`config.mk`:
```
export PLATFORM = sky130hd
export DESIGN_NAME = rcd_ref_divider
export DESIGN_NICKNAME = d
export VERILOG_FILES = /design/src/hdl/rcd_pkg.sv /design/src/hdl/rcd_frac_gen.sv /design/src/hdl/rcd_ref_divider.sv
export SDC_FILE = /design/constraint.sdc
export NUM_CORES = 1
export LEC_CHECK = 0
export ABC_AREA = 1
export BUFFER_PORTS_ARGS = -buffer_cell sky130_fd_sc_hd__clkbuf_2
export CORE_MARGIN = 5
export CORE_UTILIZATION = 40
export CTS_CLUSTER_SIZE = 20
export DETAILED_ROUTE_END_ITERATION = 8
export GPL_TIMING_DRIVEN = 0
export PLACE_DENSITY_LB_ADDON = 0.3
export REMOVE_ABC_BUFFERS = 1
export SYNTH_ARGS = -nofsm -noshare
export SYNTH_HDL_FRONTEND = slang
export SYNTH_SLANG_ARGS = --single-unit
```
`constraint.sdc`:
```
create_clock -name clk_i -period 5 [get_ports clk_i]
set_input_delay 0.25 -clock clk_i [delete_from_list [all_inputs] [get_ports clk_i]]
set_output_delay 0.25 -clock clk_i [all_outputs]
set_load 0.03 [all_outputs]
```
`src/hdl/rcd_pkg.sv`:
```
package rcd_pkg;

    ////////////////////////////////////////////////////////////////////////////////
    // Register byte offsets on the Wishbone bus.
    localparam logic [3:0] ADDR_CONTROL  = 4'h0;
    localparam logic [3:0] ADDR_DIVISOR  = 4'h4;
    localparam logic [3:0] ADDR_TRIM     = 4'h8;

    ////////////////////////////////////////////////////////////////////////////////
    // Control register field positions.
    localparam int CTL_ENABLE_BIT  = 15;
    localparam int CTL_PIN_BIT     = 12;
    localparam int CTL_UPDATE_BIT  = 9;
    localparam int CTL_ACTIVE_BIT  = 8;
    localparam int CTL_SEL_LSB     = 0;
    localparam int SEL_W           = 4;

    // Divisor and trim field layout.
    localparam int DIV_W           = 15;
    localparam int TRIM_W          = 9;
    localparam int TRIM_LSB        = 7;

    // Reset values.
    localparam logic [14:0] DIV_RESET  = 15'h0000;
    localparam logic [8:0]  TRIM_RESET = 9'h000;
    localparam logic [3:0]  SEL_RESET  = 4'h0;

    ////////////////////////////////////////////////////////////////////////////////
    // Base clock source codes.
    typedef enum logic [3:0] {
        SRC_SYSTEM    = 4'b0000,
        SRC_INSTR     = 4'b0001,
        SRC_PRIMARY   = 4'b0010,
        SRC_FAST_RC   = 4'b0011,
        SRC_LP_RC     = 4'b0100,
        SRC_SECONDARY = 4'b0101,
        SRC_PLL       = 4'b0110,
        SRC_EXT_REF   = 4'b1000
    } rcd_src_e;

    // Number of base source lines on the bus; the mux selects 8 of them, line 7 is unused.
    localparam int NUM_SRC = 9;

endpackage

```
`src/hdl/rcd_frac_gen.sv`:
```
`timescale 1ns/1ns
module rcd_frac_gen #(
    parameter int DIV_W  = 15,
    parameter int TRIM_W = 9
) (
    // Clock and reset.
    input  wire logic              clk_i,
    input  wire logic              reset_n_i,
    // Settings and control.
    input  wire logic              run_i,
    input  wire logic [DIV_W-1:0]  divisor_i,
    input  wire logic [TRIM_W-1:0] trim_i,
    input  wire logic              base_tick_i,
    // Divided output and half-period boundary.
    output logic                   div_out_o,
    output logic                   half_done_o
);

    ////////////////////////////////////////////////////////////////////////////////
    logic [DIV_W:0]    count_r;
    logic [TRIM_W-1:0] accum_r;
    logic [TRIM_W:0]   accum_sum;
    logic [DIV_W:0]    target;

    assign accum_sum = {1'b0, accum_r} + {1'b0, trim_i};
    // Half period is divisor cycles, plus one when the fraction carries out.
    assign target = {1'b0, divisor_i} + {{DIV_W{1'b0}}, accum_sum[TRIM_W]};
    assign half_done_o = run_i && base_tick_i && (count_r + 16'h0001 >= target);

    always_ff @(posedge clk_i or negedge reset_n_i) begin
        if (!reset_n_i) begin
            count_r <= '0;
        end else if (!run_i || half_done_o) begin
            count_r <= '0;
        end else if (base_tick_i) begin
            count_r <= count_r + 16'h0001;
        end
    end

    // Residue mod 512 carries N/512 cycle forward.
    always_ff @(posedge clk_i or negedge reset_n_i) begin
        if (!reset_n_i) begin
            accum_r <= '0;
        end else if (!run_i) begin
            accum_r <= '0;
        end else if (half_done_o) begin
            accum_r <= accum_sum[TRIM_W-1:0];
        end
    end

    // Each toggle ends a half period, so ratio is twice the divisor.
    always_ff @(posedge clk_i or negedge reset_n_i) begin
        if (!reset_n_i) begin
            div_out_o <= 1'b0;
        end else if (!run_i) begin
            div_out_o <= 1'b0;
        end else if (half_done_o) begin
            div_out_o <= ~div_out_o;
        end
    end

endmodule // rcd_frac_gen

```
`src/hdl/rcd_ref_divider.sv`:
```
`timescale 1ns/1ns
module rcd_ref_divider #(
    parameter int DIV_W  = 15,
    parameter int TRIM_W = 9
) (
    // Clock and reset.
    input  wire logic        clk_i,
    input  wire logic        reset_n_i,
    // Wishbone slave.
    input  wire logic        wb_cyc_i,
    input  wire logic        wb_stb_i,
    input  wire logic        wb_we_i,
    input  wire logic [3:0]  wb_adr_i,
    input  wire logic [3:0]  wb_sel_i,
    input  wire logic [31:0] wb_dat_i,
    output logic      [31:0] wb_dat_o,
    output logic             wb_ack_o,
    output logic             wb_err_o,
    // Base clock sources, sampled as levels.
    input  wire logic [8:0]  base_src_i,
    // Reference output pin.
    output logic             ref_clock_out_o,
    output logic             ref_clock_out_oe_n_o
);

    ////////////////////////////////////////////////////////////////////////////////
    logic [DIV_W-1:0]  half_period_divisor_r;
    logic [TRIM_W-1:0] fractional_trim_r;
    logic [DIV_W-1:0]  live_div_r;
    logic [TRIM_W-1:0] live_trim_r;
    logic              refclk_module_enable_r;
    logic              pin_drive_enable_r;
    logic              divider_update_request_r;
    logic              clock_request_active_r;
    logic [3:0]        base_source_select_r;
    logic [3:0]        live_sel_r;
    logic [8:0]        src_meta_r;
    logic [8:0]        src_sync_r;
    logic              base_level_r;
    logic              base_tick;
    logic              base_now;
    logic              div_out;
    logic              half_done;
    logic              bus_req;
    logic              bus_wr;
    logic              hit;
    logic              ref_level_r;
    logic              load_now;
    logic              wr_ctl;
    logic              wr_div;
    logic              wr_trim;
    logic [15:0]       ctl_word;
    logic [15:0]       div_word;
    logic [15:0]       trim_word;

    ////////////////////////////////////////////////////////////////////////////////
    // Maps a select code onto a source line; reserved codes give a dead source.
    function automatic logic pick_src(input logic [3:0] sel, input logic [8:0] lines);
        logic v;
        v = 1'b0;
        case (sel)
            rcd_pkg::SRC_SYSTEM:    v = lines[0];
            rcd_pkg::SRC_INSTR:     v = lines[1];
            rcd_pkg::SRC_PRIMARY:   v = lines[2];
            rcd_pkg::SRC_FAST_RC:   v = lines[3];
            rcd_pkg::SRC_LP_RC:     v = lines[4];
            rcd_pkg::SRC_SECONDARY: v = lines[5];
            rcd_pkg::SRC_PLL:       v = lines[6];
            rcd_pkg::SRC_EXT_REF:   v = lines[8];
            default:                v = 1'b0;
        endcase
        return v;
    endfunction

    // Register decode shared by the answer, write and read logic.
    function automatic logic at_reg(input logic [3:0] adr, input logic [3:0] offset);
        return adr == offset;
    endfunction

    ////////////////////////////////////////////////////////////////////////////////
    // Sources arrive from other clock domains, so each passes two flops first.
    always_ff @(posedge clk_i or negedge reset_n_i) begin
        if (!reset_n_i) begin
            src_meta_r <= '0;
            src_sync_r <= '0;
        end else begin
            src_meta_r <= base_src_i;
            src_sync_r <= src_meta_r;
        end
    end

    assign base_now = pick_src(live_sel_r, src_sync_r);

    always_ff @(posedge clk_i or negedge reset_n_i) begin
        if (!reset_n_i) begin
            base_level_r <= 1'b0;
        end else begin
            base_level_r <= base_now;
        end
    end

    // A base cycle is counted on each rising edge of the chosen source.
    // The source must run well below half of clk_i, or edges are lost in the synchroniser.
    assign base_tick = base_now && !base_level_r;

    ////////////////////////////////////////////////////////////////////////////////
    assign bus_req = wb_cyc_i && wb_stb_i && !wb_ack_o && !wb_err_o;
    assign bus_wr  = bus_req && wb_we_i;
    assign hit     = at_reg(wb_adr_i, rcd_pkg::ADDR_CONTROL)
                     || at_reg(wb_adr_i, rcd_pkg::ADDR_DIVISOR)
                     || at_reg(wb_adr_i, rcd_pkg::ADDR_TRIM);
    // Write strobes per register; a cycle answered with err never writes.
    assign wr_ctl  = bus_wr && at_reg(wb_adr_i, rcd_pkg::ADDR_CONTROL);
    assign wr_div  = bus_wr && at_reg(wb_adr_i, rcd_pkg::ADDR_DIVISOR);
    assign wr_trim = bus_wr && at_reg(wb_adr_i, rcd_pkg::ADDR_TRIM);

    always_ff @(posedge clk_i or negedge reset_n_i) begin
        if (!reset_n_i) begin
            wb_ack_o <= 1'b0;
            wb_err_o <= 1'b0;
        end else begin
            wb_ack_o <= bus_req && hit;
            wb_err_o <= bus_req && !hit;
        end
    end

    // Software copies of divisor and trim; byte lanes follow sel.
    always_ff @(posedge clk_i or negedge reset_n_i) begin
        if (!reset_n_i) begin
            half_period_divisor_r <= rcd_pkg::DIV_RESET;
            fractional_trim_r     <= rcd_pkg::TRIM_RESET;
        end else if (wr_div) begin
            if (wb_sel_i[0]) begin
                half_period_divisor_r[7:0] <= wb_dat_i[7:0];
            end
            if (wb_sel_i[1]) begin
                half_period_divisor_r[14:8] <= wb_dat_i[14:8];
            end
        end else if (wr_trim) begin
            if (wb_sel_i[0]) begin
                fractional_trim_r[0] <= wb_dat_i[rcd_pkg::TRIM_LSB];
            end
            if (wb_sel_i[1]) begin
                fractional_trim_r[8:1] <= wb_dat_i[15:8];
            end
        end
    end

    // Control bits; the source select is frozen while the request is active.
    always_ff @(posedge clk_i or negedge reset_n_i) begin
        if (!reset_n_i) begin
            refclk_module_enable_r <= 1'b0;
            pin_drive_enable_r     <= 1'b0;
            base_source_select_r   <= rcd_pkg::SEL_RESET;
        end else if (wr_ctl) begin
            if (wb_sel_i[0] && !clock_request_active_r) begin
                base_source_select_r <= wb_dat_i[rcd_pkg::CTL_SEL_LSB +: rcd_pkg::SEL_W];
            end
            if (wb_sel_i[1]) begin
                refclk_module_enable_r <= wb_dat_i[rcd_pkg::CTL_ENABLE_BIT];
                pin_drive_enable_r     <= wb_dat_i[rcd_pkg::CTL_PIN_BIT];
            end
        end
    end

    // One load condition drives the request clear and the live copy, so they never disagree.
    assign load_now = divider_update_request_r
                      && (half_done || !clock_request_active_r || live_div_r == '0);

    // Request is set by software and cleared by hardware once applied.
    always_ff @(posedge clk_i or negedge reset_n_i) begin
        if (!reset_n_i) begin
            divider_update_request_r <= 1'b0;
        end else if (wr_ctl && wb_sel_i[1] && wb_dat_i[rcd_pkg::CTL_UPDATE_BIT]) begin
            divider_update_request_r <= 1'b1;
        end else if (load_now) begin
            divider_update_request_r <= 1'b0;
        end
    end

    // New settings load at a half-period boundary while dividing, or at once when inactive or on a zero divisor.
    always_ff @(posedge clk_i or negedge reset_n_i) begin
        if (!reset_n_i) begin
            live_div_r  <= rcd_pkg::DIV_RESET;
            live_trim_r <= rcd_pkg::TRIM_RESET;
        end else if (load_now) begin
            live_div_r  <= half_period_divisor_r;
            live_trim_r <= fractional_trim_r;
        end
    end

    // Active follows enable, but drops only once ref_level_r is low; by then enable has already forced the pin low.
    always_ff @(posedge clk_i or negedge reset_n_i) begin
        if (!reset_n_i) begin
            clock_request_active_r <= 1'b0;
            live_sel_r             <= rcd_pkg::SEL_RESET;
        end else if (refclk_module_enable_r) begin
            clock_request_active_r <= 1'b1;
            if (!clock_request_active_r) begin
                live_sel_r <= base_source_select_r;
            end
        end else if (!ref_level_r) begin
            clock_request_active_r <= 1'b0;
        end
    end

    ////////////////////////////////////////////////////////////////////////////////
    rcd_frac_gen #(
        .DIV_W  (DIV_W),
        .TRIM_W (TRIM_W)
    ) u_gen (
        .clk_i       (clk_i),
        .reset_n_i   (reset_n_i),
        .run_i       (clock_request_active_r),
        .divisor_i   (live_div_r),
        .trim_i      (live_trim_r),
        .base_tick_i (base_tick),
        .div_out_o   (div_out),
        .half_done_o (half_done)
    );

    // Zero divisor bypasses the divider and its trim entirely.
    always_ff @(posedge clk_i or negedge reset_n_i) begin
        if (!reset_n_i) begin
            ref_level_r <= 1'b0;
        end else if (!clock_request_active_r) begin
            ref_level_r <= 1'b0;
        end else if (live_div_r == '0) begin
            ref_level_r <= base_now;
        end else begin
            ref_level_r <= div_out;
        end
    end

    // Clearing either enable forces the pin low at once, so a high phase may be cut short.
    always_ff @(posedge clk_i or negedge reset_n_i) begin
        if (!reset_n_i) begin
            ref_clock_out_o <= 1'b0;
        end else begin
            ref_clock_out_o <= ref_level_r && refclk_module_enable_r
                               && pin_drive_enable_r;
        end
    end

    always_ff @(posedge clk_i or negedge reset_n_i) begin
        if (!reset_n_i) begin
            ref_clock_out_oe_n_o <= 1'b1;
        end else begin
            ref_clock_out_oe_n_o <= !(refclk_module_enable_r && pin_drive_enable_r);
        end
    end

    ////////////////////////////////////////////////////////////////////////////////
    // Read words follow the field positions, so unimplemented bits stay zero.
    always_comb begin
        ctl_word = 16'h0000;
        ctl_word[rcd_pkg::CTL_ENABLE_BIT] = refclk_module_enable_r;
        ctl_word[rcd_pkg::CTL_PIN_BIT]    = pin_drive_enable_r;
        ctl_word[rcd_pkg::CTL_UPDATE_BIT] = divider_update_request_r;
        ctl_word[rcd_pkg::CTL_ACTIVE_BIT] = clock_request_active_r;
        ctl_word[rcd_pkg::CTL_SEL_LSB +: rcd_pkg::SEL_W] = base_source_select_r;
    end

    always_comb begin
        div_word = 16'h0000;
        div_word[DIV_W-1:0] = half_period_divisor_r;
    end

    always_comb begin
        trim_word = 16'h0000;
        trim_word[rcd_pkg::TRIM_LSB +: TRIM_W] = fractional_trim_r;
    end

    // Read data; unimplemented bits read as zero.
    always_ff @(posedge clk_i or negedge reset_n_i) begin
        if (!reset_n_i) begin
            wb_dat_o <= 32'h00000000;
        end else if (bus_req && !wb_we_i) begin
            if (at_reg(wb_adr_i, rcd_pkg::ADDR_CONTROL)) begin
                wb_dat_o <= {16'h0000, ctl_word};
            end else if (at_reg(wb_adr_i, rcd_pkg::ADDR_DIVISOR)) begin
                wb_dat_o <= {16'h0000, div_word};
            end else if (at_reg(wb_adr_i, rcd_pkg::ADDR_TRIM)) begin
                wb_dat_o <= {16'h0000, trim_word};
            end else begin
                wb_dat_o <= 32'h00000000;
            end
        end
    end

endmodule // rcd_ref_divider

```
==> metrics.txt, run 1 <==
leakage power=0.004053 uW; post-route cell area=0.007592 mm^2; Die Y=136.6 um; ant diodes=0; overflow left after global routing=0; Post-synth EDFFs=0; skew final=0.02002 ns; # DRC=0; Max clock buf depth=2; most frequent cells in the layout=nand2_1 (197), dfrtp_1 (123), inv_1 (106); Final Hold Viols=0; Max IR drop VDD=0.0002245 V; synth top area cells=dfrtp_1 (48%), nand2_1 (12%), inv_1 (6.2%); combinational share of power=9.4%; Post-Layout Cell Count=1056; Clock Power Share=48.5%; layout cells sized above 1=13.33%; Synth async-reset ratio=100.0%; CP startpoint kind=flip-flop; fin crit share=89.53%; cell count after synthesis=762; # rows=46; Setup Viol. Count Final=0; fill count=1521; Sw Pwr=709.6 uW; Pwr Density=341.6 mW/mm^2; Root Buffer=clkbuf_16; largest net degree at the start of global routing=93; CP bufs+invs=2; CP max-delay cell=dfrtp_1; Post-Synthesis Cell Area=0.006407 mm^2; Arr. time, crit path=4.78 ns; placed cell area=0.006808 mm^2; Setup WS post-layout=0.5236 ns; register share of total power=42.1%; Max Cap Viol=0; fin util=47.97%; outcome=finished clean; hold crit path type=in -> reg; total CTS buffers=17; H-tree Lvls=4; RSZ-0062 raised after global routing=no; Seq cells post-synth=124; All-Layer GR Usage=15.49%; Total Power=2594 uW; Routed Antenna Nets=0; I/O pins=90; Main synth FF type=dfrtp_1; # clock sinks=124; critical setup path kind=reg -> reg; Netlist cell types=42; Starting DRT DRC Count=258; Worst path max stage delay=0.42 ns; Ys Warns=0; Yosys top cell area share=48.04%; GP Congestion=0.8064; Vias=4911; post-synth top area cell=dfrtp_1; antenna violations before repair=0; Area growth syn-to-layout=18.49%; Final nets=910; HPWL after detailed placement=9.551 mm; Clk Latency, worst-skew pair=0.42 ns; Initial Util=40.48%; cell family with most CP delay=simple AND/OR/NAND/NOR gates; first-pass GRT wire length=22.92 mm; Net Sw Frac=27.36%; DIE AREA=0.01865 mm^2; min cycle time layout=4.476 ns; IO buf count=54; pre-CTS WS=-0.002003 ns; DR vias/cell=4.651; routed wire length=13.69 mm; worst-margin pin slew=0.9784 ns; Syn Area/Cell=8.409 um^2; CP endpoint kind=flip-flop; core area=0.01583 mm^2; number of global-route vias before repair=4652; achievable frequency=223.4 MHz; slew margin rel.=34.78%; clock-pin slew on the worst setup and hold paths=0.06 ns; critical-path maximum fanout=24; Req. time, crit path=5.30 ns; Final Max Tran Viols=0; most used cell along the critical path=nand2_1; WL per Instance=12.96 um; DRT Pass-1 Iters=5; Die Span X=136.6 um; Cells after DPL=1012; CTS tree=built; Pint=1884 uW; Seq/Total Area, Yosys=48.45%; most common cell after layout, fill and taps aside=nand2_1
## repair_timing
item / CTS / global route
buffers inserted: 0 / 2
hold buffers: 9 / 0
gates resized for setup: 1 / 6
hold endpoints to repair: 40 / 0
cloned: 0 / 1
setup endpoints to repair: 24 / 27
pin swaps: 0 / 2
## cells by family after synthesis
family / Yosys count / synth area share (%)
DFF: 124 / 48.45
xor gates and xnor gates: 28 / 3.827
AOI/OAI and AO/OA: 111 / 9.842
and+or+nand+nor: 323 / 21.62
buffers and inverters: 143 / 9.900
adders and majority gates: 29 / 5.780
other: 1 / 0.05853
muxes: 3 / 0.5272
## power by group through the flow
stage	registers (uW)	logic (uW)	clock network, uW
floorplan	1100	151	0
global placement	1110	226	0
detailed placement	1110	233	0
CTS	1090	241	1280
global route	1100	283	1340
finish	1090	245	1260
## final cells by class
| type | count | area (um^2) | share of cell area (%) |
|---|---|---|---|
| clock inverters | 15 | 177.7 | 2.340 |
| clock buffers | 17 | 425.4 | 5.603 |
| multi-input cells | 511 | 2789 | 36.73 |
| well taps | 216 | 270.3 | 3.560 |
| flip-flops and latches | 124 | 3104 | 40.89 |
| repair buffers | 66 | 424.2 | 5.587 |
| inverters | 107 | 401.6 | 5.290 |
## Yosys cell counts, types with 2 or more instances
master	count
buf_6	2
or2_2	2
o21ai_0	64
xnor2_1	6
nor4_1	3
inv_1	106
clkbuf_1	7
a31oi_1	2
nor3_2	2
nor2_1	37
a22oi_1	2
nand2_1	198
o21ai_1	8
nand3_1	53
nand4_1	11
nand2_4	3
dfrtp_1	123
buf_2	6
mux2_2	3
a21oi_1	14
nor2_2	2
a22o_1	8
nor3_1	6
xor2_1	22
buf_4	20
ha_1	28
nand2_2	3
nand3b_1	3
a31o_2	2
o22ai_1	2
o211ai_1	3
## state kept, by name, indices dropped and copies added (netlist names), 4 cells and up
signal / count
live_div_r: 15
live_trim_r: 9
u_gen.accum_r: 9
live_sel_r: 4
fractional_trim_r: 9
u_gen.count_r: 16
src_sync_r: 8
wb_dat_o: 16
base_source_select_r: 4
src_meta_r: 8
half_period_divisor_r: 15
## worst paths after layout
path,startpoint,endpoint,slack [ns],cells after the start
max,live_trim_r[2]$_DFFE_PN0P_,live_div_r[4]$_DFFE_PN0P_,0.52,33
max reg2reg,live_trim_r[2]$_DFFE_PN0P_,live_div_r[4]$_DFFE_PN0P_,0.52,33
max in group asynchronous,reset_n_i,ref_clock_out_oe_n_o$_DFF_PN1_,3.95,3
min in group asynchronous,reset_n_i,u_gen.count_r[8]$_DFFE_PN0P_,0.31,2
min,wb_dat_i[6],half_period_divisor_r[6]$_DFFE_PN0P_,0.07,2
min reg2reg,src_meta_r[8]$_DFF_PN0_,src_sync_r[8]$_DFF_PN0_,0.35,0
## per-stage QoR
stage,setup TNS (ns),hold slack [ns]
2_1_floorplan,0,-0.04559
3_3_place_gp,0,0.3316
3_5_place_dp,-0.003610,0.1743
4_1_cts,0,0.05511
5_1_grt,0,0.06494
6_report,0,0.06695
## layer usage
metal / vias to the layer above / global-route usage, % / routed length, um
li1: 2562 / - / -
met1: 2245 / 22.42 / 6785
met2: 96 / 22.78 / 6259
met3: 8 / 3.199 / 510
met4: 0 / 5.991 / 134
met5: - / 0 / 0
Power figures use the tool's default switching activity.
==> run 2: changes to the inputs <==
--- a/config.mk
+++ b/config.mk
@@ -12,7 +12,6 @@
 export CTS_CLUSTER_SIZE = 20
 export DETAILED_ROUTE_END_ITERATION = 8
 export GPL_TIMING_DRIVEN = 0
-export PLACE_DENSITY_LB_ADDON = 0.3
 export REMOVE_ABC_BUFFERS = 1
 export SYNTH_ARGS = -nofsm -noshare
 export SYNTH_HDL_FRONTEND = slang
==> run 2 against run 1 <==
Clock skew fell by 0.012 ns. Critical path depth fell by 2. Via count rose by 0.92%. Final cell count rose by 0.57%.
==> metrics.txt, run 2 (synthesis results as in run 1) <==
outcome=finished clean; layout cells sized above 1=14.18% (+0.85 points); Area growth syn-to-layout=18.59% (about the same); fill count=1516 (-0.33%); critical-path maximum fanout=24 (unchanged); pre-CTS WS=-0.01704 ns (-0.01504 ns); Max IR drop VDD=0.0002339 V (+4.2%); Setup Viol. Count Final=0 (unchanged); DR vias/cell=4.667 (+0.35%); DIE AREA=0.01865 mm^2 (unchanged); Final Hold Viols=0 (unchanged); number of global-route vias before repair=4656 (+0.086%); Clk Latency, worst-skew pair=0.42 ns (about the same); Pwr Density=330.7 mW/mm^2 (-3.2%); most common cell after layout, fill and taps aside=nand2_1; Total Power=2513 uW (-3.1%); routed wire length=13.92 mm (+1.7%); CTS tree=built; HPWL after detailed placement=9.718 mm (+1.7%); Post-Layout Cell Count=1062 (+0.57%); Final nets=916 (+0.66%); most frequent cells in the layout=nand2_1 (196), dfrtp_1 (123), inv_1 (106); Die Y=136.6 um (unchanged); worst-margin pin slew=0.9535 ns (-0.02484 ns); min cycle time layout=4.381 ns (-0.09554 ns); CP startpoint kind=flip-flop; I/O pins=90 (unchanged); CP endpoint kind=flip-flop; Req. time, crit path=5.30 ns (about the same); antenna violations before repair=0 (unchanged); # clock sinks=124 (unchanged); Die Span X=136.6 um (unchanged); WHS=0.06337 ns (-0.003580 ns); Worst path max stage delay=0.40 ns (-0.02 ns); most used cell along the critical path=nand2_1; Root Buffer=clkbuf_16; first-pass GRT wire length=23.16 mm (+1.1%); WL per Instance=13.10 um (+1.1%); fin crit share=87.62% (-1.9 points); Setup WS post-layout=0.6192 ns (+0.09554 ns); Multi-input gate area=0.002789 mm^2 (unchanged); IO buf count=54 (unchanged); achievable frequency=228.3 MHz (+2.2%); leakage power=0.004046 uW (-0.16%); ant diodes=0 (unchanged); Sequential Area=0.003104 mm^2 (unchanged); # rows=46 (unchanged); fin util=48.01% (about the same); Vias=4956 (+0.92%); Max clock buf depth=2 (unchanged); H-tree Lvls=4 (unchanged); skew final=0.007718 ns (-0.01231 ns); CP max-delay cell=dfrtp_1; Max Cap Viol=0 (unchanged); hold crit path type=in -> reg; Routed Antenna Nets=0 (unchanged); Initial Util=40.48% (unchanged); DRT Pass-1 Iters=5 (unchanged); overflow left after global routing=0 (unchanged); largest net degree at the start of global routing=96 (+3.2%); clock-pin slew on the worst setup and hold paths=0.06 ns (about the same); total CTS buffers=17 (unchanged); Largest regs=u_gen.count_r: 16 flops, wb_dat_o: 16 flops; Starting DRT DRC Count=291 (+13%); GP Congestion=0.8258 (+2.4%); slew margin rel.=36.43% (+1.7 points); Cells after DPL=1012 (unchanged); Final Max Tran Viols=0 (unchanged); core area=0.01583 mm^2 (unchanged); All-Layer GR Usage=15.77% (+0.28 points); # DRC=0 (unchanged); Arr. time, crit path=4.68 ns (-0.10 ns); RSZ-0062 raised after global routing=no; critical setup path kind=reg -> reg
## run 2: cell types whose count changed in the layout (fill, tap and decap cells not counted), moves of 2 or more
cell and delta:
clkinvlp_4 +4, inv_8 -3, buf_4 +6, clkinv_4 -2
## run 2: critical path, delay by kind of cell, from the launching register on
| family | cells | cell delay [ns] |
|---|---|---|
| AND/OR/NAND/NOR | 21 | 2.24 |
| adder cells (fa/ha/maj) | 4 | 1.02 |
| flip-flops | 1 | 0.40 |
| AO/OA/AOI/OAI | 2 | 0.24 |
| buffers and inverters | 3 | 0.17 |
| XOR/XNOR | 1 | 0.16 |
## run 2: worst paths after layout
check / start / endpoint / slack (ns) / cells past startpoint
min in group asynchronous: reset_n_i / u_gen.count_r[4]$_DFFE_PN0P_ / 0.31 / 2
max reg2reg: u_gen.accum_r[2]$_DFFE_PN0P_ / live_div_r[12]$_DFFE_PN0P_ / 0.62 / 31
max in group asynchronous: reset_n_i / src_meta_r[4]$_DFF_PN0_ / 3.94 / 3
min reg2reg: src_meta_r[2]$_DFF_PN0_ / src_sync_r[2]$_DFF_PN0_ / 0.35 / 0
max: u_gen.accum_r[2]$_DFFE_PN0P_ / live_div_r[12]$_DFFE_PN0P_ / 0.62 / 31
min: wb_dat_i[5] / half_period_divisor_r[5]$_DFFE_PN0P_ / 0.06 / 2
## run 2: layout make-up
| class | count | share of cell area, % |
|---|---|---|
| timing repair buffer | 72 | 6.175 |
| tap | 216 | 3.557 |
| clock buffer | 18 | 5.648 |
| clock inverter | 14 | 1.778 |
| sequential | 124 | 40.85 |
| multi-input combinational | 511 | 36.70 |
| inverter | 107 | 5.286 |
## run 2: power by group
group	internal [uW]	switching (uW)
Combinational	83.2	164
Clock	692	481
Sequential	1050	41.6
Total	1830	687
## run 2: timing repair
| action | in CTS | in global routing |
|---|---|---|
| pin swaps | 0 | 3 |
| gates resized for setup | 1 | 9 |
| hold endpoints to repair | 37 | 0 |
| hold buffers | 9 | 0 |
| gates cloned | 0 | 1 |
| setup buffers | 0 | 8 |
| endpoints found under the setup margin | 23 | 38 |
## run 2: metrics by stage
step                      setup TNS, ns  instance area [um^2]
after floorplan                       0                  6231
after detailed placement       -0.05784                  6808
final                                 0                  7599
after CTS                             0                  7465
after global routing                  0                  7599
after global placement                0                  6771
## run 2: metal layers
metal | vias to the layer above | GRT usage [%] | part of all wire [%]
li1 | 2566 | - | -
met5 | - | 0 | 0
met1 | 2275 | 22.13 | 49
met4 | 0 | 6.383 | 1.7
met2 | 95 | 23.90 | 46
met3 | 20 | 3.235 | 3.6
